**config.mk**
```make
export PLATFORM = sky130hd
export DESIGN_NAME = gpio_port
export DESIGN_NICKNAME = d
export VERILOG_FILES = /design/src/hw/gpio_pkg.sv /design/src/hw/gpio_port.sv
export SDC_FILE = /design/constraint.sdc
export NUM_CORES = 1
export LEC_CHECK = 0
export BUFFER_PORTS_ARGS = -buffer_cell sky130_fd_sc_hd__buf_2
export CAP_MARGIN = 20
export CORE_ASPECT_RATIO = 0.5
export CORE_UTILIZATION = 50
export CTS_CLUSTER_SIZE = 25
export DETAILED_ROUTE_END_ITERATION = 8
export GPL_ROUTABILITY_DRIVEN = 0
export PLACE_DENSITY = 0.79
export SLEW_MARGIN = 40
export SYNTH_ARGS = -nofsm -noshare
export SYNTH_HDL_FRONTEND = slang
export SYNTH_SLANG_ARGS = --single-unit
```
**constraint.sdc**
```tcl
create_clock -name ref_clk -period 2.1 [get_ports ref_clk]
set_input_delay 0.105 -clock ref_clk [delete_from_list [all_inputs] [get_ports ref_clk]]
set_output_delay 0.105 -clock ref_clk [all_outputs]
set_load 0.02 [all_outputs]
```
**src/hw/gpio_pkg.sv**
```systemverilog
package gpio_pkg;

  // register byte addresses on the apb bus
  localparam logic [7:0] ADDR_A_DATA = 8'h00;
  localparam logic [7:0] ADDR_A_DIR = 8'h04;
  localparam logic [7:0] ADDR_A_PULLUP = 8'h08;
  localparam logic [7:0] ADDR_A_ANALOG = 8'h0C;
  localparam logic [7:0] ADDR_OPTION = 8'h10;
  localparam logic [7:0] ADDR_A_IOC = 8'h14;
  localparam logic [7:0] ADDR_B_DATA = 8'h18;
  localparam logic [7:0] ADDR_B_DIR = 8'h1C;

  // field positions
  localparam int INPUT_ONLY_POS = 5;
  localparam int GLOBAL_PU_DIS_POS = 7;

  // writable masks and pullup / current source pin masks
  localparam logic [7:0] PULLUP_MASK = 8'h2F;
  localparam logic [7:0] ANALOG_MASK = 8'h0F;
  localparam logic [7:0] PULLUP_PIN_MASK = 8'h23;
  localparam logic [7:0] CURSRC_PIN_MASK = 8'h0C;
  localparam logic [7:0] B_IMPL_MASK = 8'hFE;

  // reset values
  localparam logic [7:0] DIR_RST = 8'hFF;
  localparam logic [7:0] PULLUP_RST = 8'h2F;
  localparam logic [7:0] ANALOG_RST = 8'h0F;
  localparam logic [7:0] OPTION_RST = 8'hFF;
  localparam logic [7:0] IOC_RST = 8'h00;
  localparam logic [7:0] LATCH_RST = 8'h00;

  typedef struct packed {
    logic [7:0] paddr;
    logic psel;
    logic penable;
    logic pwrite;
    logic [31:0] pwdata;
  } apb_req_s;

  typedef struct packed {
    logic [31:0] prdata;
    logic pready;
    logic pslverr;
  } apb_rsp_s;

  typedef struct packed {
    logic [7:0] a_latch;
    logic [7:0] a_dir;
    logic [7:0] a_pullup;
    logic [7:0] a_analog;
    logic [7:0] option;
    logic [7:0] a_ioc;
    logic [7:0] b_latch;
    logic [7:0] b_dir;
    logic [7:0] a_sync1;
    logic [7:0] a_sync2;
    logic [7:0] b_sync1;
    logic [7:0] b_sync2;
    apb_rsp_s rsp;
    logic [7:0] a_oe;
    logic [7:0] a_out;
    logic [7:0] a_pu_on;
    logic [7:0] a_ibuf_en;
    logic [7:0] a_ioc_live;
    logic [7:0] b_oe;
    logic [7:0] b_out;
  } gpio_state_s;

endpackage

```
**src/hw/gpio_port.sv**
```systemverilog
// Functional notes
// - first port direction 1 tri-states pin, 0 enables its driver
// - input-only pin 5 direction always reads 1, never writable
// - pullup bits 5,1,0 switch weak pullups on or off
// - bits 3,2 enable current sources, ignoring global pullup disable
// - pin 5 pullup also on when used as master clear
// - unimplemented register bits read as zero
// - analog select bits 3..0 choose analog (1) or digital (0)
// - analog pin loses input buffer, pullup and change interrupt
// - second port is 8-bit register with seven implemented pins
// - second port direction 1 disables driver, 0 enables it
// - data read returns pin levels, write loads output latch
// - data writes are read-modify-write from current pin levels; here a write loads pwdata[7:0] straight into the latch
// - direction still controls drivers on analog pins
// - analog pins read zero through data register
// - driving pins need direction cleared; reads show real pin
// - enabled shared peripheral takes the pin from gpio
// - after reset global pullup disable holds pullups 5,1,0 off; analog reset holds current sources 3,2 off
//
// Added by the designer: the APB interface to the registers and the register addresses.
`timescale 1ns/1ps
`default_nettype none
module gpio_port
  import gpio_pkg::*;
(
  // clock and reset
  input wire logic ref_clk,
  input wire logic rstn,
  // apb slave
  input wire apb_req_s apb_req,
  output var apb_rsp_s apb_rsp,
  // configuration and alternate functions
  input wire logic master_clear_input_enable,
  input wire logic [7:0] a_periph_en,
  input wire logic [7:0] a_periph_oe,
  input wire logic [7:0] a_periph_out,
  input wire logic [7:0] b_periph_en,
  input wire logic [7:0] b_periph_oe,
  input wire logic [7:0] b_periph_out,
  // first port pins
  input wire logic [7:0] a_pin_in,
  output logic [7:0] a_pin_out,
  output logic [7:0] a_pin_oe,
  output logic [7:0] a_pullup_on,
  output logic [7:0] a_input_buf_en,
  output logic [7:0] a_change_irq_live,
  // second port pins
  input wire logic [7:0] b_pin_in,
  output logic [7:0] b_pin_out,
  output logic [7:0] b_pin_oe
);

  gpio_state_s s_q;
  gpio_state_s s_d;

  logic [7:0] a_read;
  logic [7:0] b_read;
  logic [7:0] a_dir_eff;
  logic [7:0] rdata;
  logic hit;
  logic wr;
  logic rd_ok;

  always_comb begin
    s_d = s_q;
    // pins pass two flops before anything reads them
    s_d.a_sync1 = a_pin_in;
    s_d.a_sync2 = s_q.a_sync1;
    s_d.b_sync1 = b_pin_in;
    s_d.b_sync2 = s_q.b_sync1;

    a_read = s_q.a_sync2 & ~s_q.a_analog;
    b_read = s_q.b_sync2 & B_IMPL_MASK;
    a_dir_eff = s_q.a_dir | (8'h01 << INPUT_ONLY_POS);

    wr = apb_req.psel & apb_req.penable & apb_req.pwrite;
    hit = 1'b1;
    rdata = 8'h00;
    if (apb_req.paddr == ADDR_A_DATA) begin
      rdata = a_read;
    end else if (apb_req.paddr == ADDR_A_DIR) begin
      rdata = a_dir_eff;
    end else if (apb_req.paddr == ADDR_A_PULLUP) begin
      rdata = s_q.a_pullup & PULLUP_MASK;
    end else if (apb_req.paddr == ADDR_A_ANALOG) begin
      rdata = s_q.a_analog & ANALOG_MASK;
    end else if (apb_req.paddr == ADDR_OPTION) begin
      rdata = s_q.option;
    end else if (apb_req.paddr == ADDR_A_IOC) begin
      rdata = s_q.a_ioc;
    end else if (apb_req.paddr == ADDR_B_DATA) begin
      rdata = b_read;
    end else if (apb_req.paddr == ADDR_B_DIR) begin
      rdata = s_q.b_dir & B_IMPL_MASK;
    end else begin
      hit = 1'b0;
    end

    // zero-wait slave: access phase answers in its first cycle
    rd_ok = apb_req.psel & ~apb_req.penable;
    s_d.rsp.pready = rd_ok;
    s_d.rsp.pslverr = rd_ok & ~hit;
    s_d.rsp.prdata = (rd_ok & hit & ~apb_req.pwrite) ? {24'h00_0000, rdata} : 32'h0000_0000;

    if (wr & s_q.rsp.pready & hit) begin
      if (apb_req.paddr == ADDR_A_DATA) begin
        // all eight latch bits load from pwdata[7:0]; none reload from pin levels
        s_d.a_latch = apb_req.pwdata[7:0];
      end else if (apb_req.paddr == ADDR_A_DIR) begin
        s_d.a_dir = apb_req.pwdata[7:0] | (8'h01 << INPUT_ONLY_POS);
      end else if (apb_req.paddr == ADDR_A_PULLUP) begin
        s_d.a_pullup = apb_req.pwdata[7:0] & PULLUP_MASK;
      end else if (apb_req.paddr == ADDR_A_ANALOG) begin
        s_d.a_analog = apb_req.pwdata[7:0] & ANALOG_MASK;
      end else if (apb_req.paddr == ADDR_OPTION) begin
        s_d.option = apb_req.pwdata[7:0];
      end else if (apb_req.paddr == ADDR_A_IOC) begin
        s_d.a_ioc = apb_req.pwdata[7:0];
      end else if (apb_req.paddr == ADDR_B_DATA) begin
        s_d.b_latch = apb_req.pwdata[7:0] & B_IMPL_MASK;
      end else begin
        s_d.b_dir = apb_req.pwdata[7:0] | ~B_IMPL_MASK;
      end
    end

    // pin drive: peripheral takes the pin when enabled, direction gates both peripheral and gpio drive
    for (int i = 0; i < 8; i++) begin
      if (a_periph_en[i]) begin
        s_d.a_oe[i] = a_periph_oe[i] & ~a_dir_eff[i];
        s_d.a_out[i] = a_periph_out[i];
      end else begin
        s_d.a_oe[i] = ~a_dir_eff[i];
        s_d.a_out[i] = s_q.a_latch[i];
      end
      if (b_periph_en[i]) begin
        s_d.b_oe[i] = b_periph_oe[i] & ~s_q.b_dir[i] & B_IMPL_MASK[i];
        s_d.b_out[i] = b_periph_out[i];
      end else begin
        s_d.b_oe[i] = ~s_q.b_dir[i] & B_IMPL_MASK[i];
        s_d.b_out[i] = s_q.b_latch[i];
      end
    end

    // pullups: analog and output pins lose them; current sources skip the global disable
    for (int i = 0; i < 8; i++) begin
      s_d.a_pu_on[i] = 1'b0;
      if (PULLUP_PIN_MASK[i] & ~s_q.a_analog[i] & a_dir_eff[i]) begin
        s_d.a_pu_on[i] = ~s_q.option[GLOBAL_PU_DIS_POS] & s_q.a_pullup[i];
      end
      if (CURSRC_PIN_MASK[i] & ~s_q.a_analog[i] & a_dir_eff[i]) begin
        s_d.a_pu_on[i] = s_q.a_pullup[i];
      end
    end
    if (master_clear_input_enable) begin
      s_d.a_pu_on[INPUT_ONLY_POS] = 1'b1;
    end
    s_d.a_ibuf_en = ~s_q.a_analog;
    s_d.a_ioc_live = s_q.a_ioc & ~s_q.a_analog;
  end

  always_ff @(posedge ref_clk or negedge rstn) begin
    if (!rstn) begin
      s_q <= '0;
      s_q.a_dir <= DIR_RST;
      s_q.b_dir <= DIR_RST;
      s_q.a_pullup <= PULLUP_RST;
      s_q.a_analog <= ANALOG_RST;
      s_q.option <= OPTION_RST;
      s_q.a_ioc <= IOC_RST;
      s_q.a_latch <= LATCH_RST;
      s_q.b_latch <= LATCH_RST;
    end else begin
      s_q <= s_d;
    end
  end

  assign apb_rsp = s_q.rsp;
  assign a_pin_out = s_q.a_out;
  assign a_pin_oe = s_q.a_oe;
  assign a_pullup_on = s_q.a_pu_on;
  assign a_input_buf_en = s_q.a_ibuf_en;
  assign a_change_irq_live = s_q.a_ioc_live;
  assign b_pin_out = s_q.b_out;
  assign b_pin_oe = s_q.b_oe;

endmodule
`default_nettype wire

```
==> run_results.csv <==
group,metric,value,unit
outcome,status,"finished clean",
sta,rsz0062_at_grt,"false",
die,ios,200,
die,core-area,11300,sq um
die,die-area,12400,sq um
detailed_routing,ant_nets,0,
logic_synthesis,synthArstFlopShare,1.00,
pwr,leakage,3.74,nW
sta,min_period,1.85,ns
clock_tree,cts_buffers,17,
logic_synthesis,netlist_area,5980,sq um
critical_path,crit_type,"reg -> reg",
layout,layout-drive-gt1-share,0.445,
place,place_hpwl,8480,um
clock_tree,cts_tree,"yes",
layout,fillers,778,
pwr,p_int,4.75,mW
critical_path,end_kind,"register",
sta,max_slew.worst_pin.slew,0.655,ns
critical_path,required,2.40,ns
logic_synthesis,synth-edff-count,0,
logic_synthesis,seq_area_frac_synth,0.601,
global_routing,grt_max_degree,74,
detailed_routing,vias,3807,
place,place_ws,0.256,ns
global_routing,grt_pass1_vias,3995,
detailed_routing,drc,0,
global_routing,grt_pass1_wl,21100,um
die,rows,27,
logic_synthesis,yosys_most_used_dff,"dfrtp_1",
pwr,total_power,6.14,mW
sta,layout_setup_ws,0.254,ns
sta,slew-limit-headroom,0.563,
clock_tree,htreeDepth,4,
layout,fin_nets,717,
logic_synthesis,ys_seq_elements,142,
pwr,power_density,812,nW/um^2
pwr,power.net_switching,1.40,mW
detailed_routing,via_per_inst,4.89,
layout,mostFrequentLayoutCells,"142 x buf_2, 111 x dfrtp_1, 65 x dlygate4sd3_1",
layout,final_common_cell,"buf_2",
pwr,vdd_drop_max,0.428,mV
sta,period_share,0.879,
clock_tree,cts-root-buf,"clkbuf_16",
sta,setup_tns,0,ns
detailed_routing,dr.first_iter.drc_count,300,
clock_tree,path_clk_slew,0.06,ns
detailed_routing,wire_per_inst,16.9,um
layout,area_growth,26.5,%
place,portBuffers,143,
min_path,hp-class,"in -> reg",
pwr,seqPwrFrac,0.461,
logic_synthesis,syn_inst,442,
run,drv_cap,0,
critical_path,critPathMaxFanout,7,
critical_path,critPathLaunchType,"register",
place,place_inst,682,
layout,diodes,0,
global_routing,grt-ovfl-total,0,
detailed_routing,drt-total-wl,13100,um
logic_synthesis,yosysWarnings,0,
pwr,switching_share,0.227,
clock_tree,worstSkewPairLatency,0.42,ns
die,initial_core_util,0.528,
pwr,comb_power_share,0.083,
die,die_w,157,um
critical_path,worstPathArrival,2.14,ns
layout,finalNonFillerCells,779,
clock_tree,cts_buffer_depth,2,
logic_synthesis,synth.avg_cell_area,13.5,sq um
sta,max_freq,542,MHz
sta,final_max_slew_viol_count,0,
pwr,clock_power_share,0.456,
sta,finalHoldViolCount,0,
global_routing,antenna_found_initial,0,
sta,finalClockSkew,0.0106,ns
global_routing,track_usage,0.235,
die,die_h,79.3,um
sta,finalSetupViolCount,0,
clock_tree,post-cts-setup-buffers,0,
logic_synthesis,ys_types,45,
detailed_routing,dr.pass1.iters,4,
clock_tree,cts_sinks,142,
==> critical path: stages, from the launching register on <==
cell and delay [ns]:
dfrtp_1 0.35, and4_1 0.29, nand3_1 0.12, or3_1 0.58, mux2_1 0.39
==> final timing paths <==
check	start	endpoint	slack [ns]	cells past startpoint
max	apb_rsp[1]$_DFF_PN0_	s_q[137]$_DFFE_PN0P_	0.25	4
min	apb_req[4]	s_q[134]$_DFFE_PN0P_	0.03	2
min in group asynchronous	rstn	s_q[132]$_DFFE_PN0P_	0.31	2
max reg2reg	apb_rsp[1]$_DFF_PN0_	s_q[137]$_DFFE_PN0P_	0.25	4
max in group asynchronous	rstn	s_q[128]$_DFFE_PN1P_	1.05	3
min reg2reg	s_d[92]$_DFF_PN0_	b_read[2]$_DFF_PN0_	0.35	0
==> final cells by class <==
cell class	count	area [sq um]	area share
multi-input combinational	206	1690	0.223
clock inverter	6	58.8	0.00777
inverter	23	86.3	0.0114
clock buffer	26	489	0.0646
sequential	142	3590	0.475
tap	159	199	0.0263
timing repair buffer	217	1450	0.192
==> power groups by stage <==
stage / sequential (mW) / combinational [mW] / clock, mW
2_1_floorplan: 2.87 / 0.284 / 0
3_3_place_gp: 2.87 / 0.404 / 0
3_5_place_dp: 2.88 / 0.412 / 0
4_1_cts: 2.83 / 0.506 / 2.84
5_1_grt: 2.84 / 0.561 / 2.98
6_report: 2.83 / 0.512 / 2.80
==> metrics by stage <==
stage	util	instance area (sq um)	hold WS (ns)
floorplan	-	6090	-0.191
global placement	0.563	6370	0.156
detailed placement	0.563	6370	0.171
CTS	0.669	7570	0.0130
global route	0.669	7570	0.0310
finish	0.669	7570	0.0262
==> cell families after synthesis <==
kind of cell           after synthesis  synth area share
DFF                                142             0.601
muxes                               81             0.163
other                                2           0.00126
buffers and inverters              122             0.135
AOI/OAI and AO/OA                   38            0.0427
and+or+nand+nor                     57            0.0577
==> timing repair <==
item                      in CTS  in global routing
hold endpoints to repair     104                  0
resized for setup              0                  0
hold buffers                  65                  0
==> synthesized netlist by cell type (2+ instances only) <==
| cell | number | area, sq um |
|---|---|---|
| dfrtp_1 | 111 | 2780 |
| or2_1 | 2 | 12.5 |
| nor3_1 | 2 | 10.0 |
| nand4_1 | 2 | 12.5 |
| nor4_1 | 2 | 12.5 |
| a21oi_1 | 16 | 80.1 |
| inv_1 | 23 | 86.3 |
| nor2b_1 | 8 | 50.1 |
| nand2_1 | 5 | 18.8 |
| clkbuf_1 | 7 | 26.3 |
| mux4_2 | 4 | 90.1 |
| and2_1 | 2 | 12.5 |
| o221ai_1 | 5 | 43.8 |
| buf_4 | 90 | 676 |
| and3_1 | 3 | 18.8 |
| mux2i_1 | 6 | 60.1 |
| o311ai_0 | 2 | 17.5 |
| conb_1 | 2 | 7.51 |
| or3_1 | 4 | 25.0 |
| and4_1 | 4 | 35.0 |
| nand2b_1 | 3 | 18.8 |
| a21o_1 | 2 | 15.0 |
| a2bb2oi_1 | 3 | 26.3 |
| dfstp_2 | 31 | 815 |
| nand3_1 | 5 | 25.0 |
| mux2_4 | 7 | 105 |
| mux2_1 | 11 | 124 |
| mux2_2 | 53 | 597 |
| o21ai_0 | 3 | 15.0 |
| nor2_1 | 9 | 33.8 |
==> layer usage <==
layer	part of all wire	global-route usage	vias up	wire [um]
met5	0	0	-	0
met4	0.019	0.0961	0	250
met3	0.063	0.0557	26	834
met2	0.47	0.375	167	6210
met1	0.44	0.311	1886	5850
li1	-	-	1728	-
==> registers in the layout, indices dropped and copies added, names as in the netlist <==
signal / cells
a_pin_oe: 7
a_pullup_on: 5
apb_rsp: 10
a_dir_eff: 7
a_change_irq_live: 8
s_q: 55
a_input_buf_en: 5
b_pin_oe: 7
b_read: 7
s_d: 15
a_pin_out: 8
b_pin_out: 8
Power figures use the tool's default switching activity.
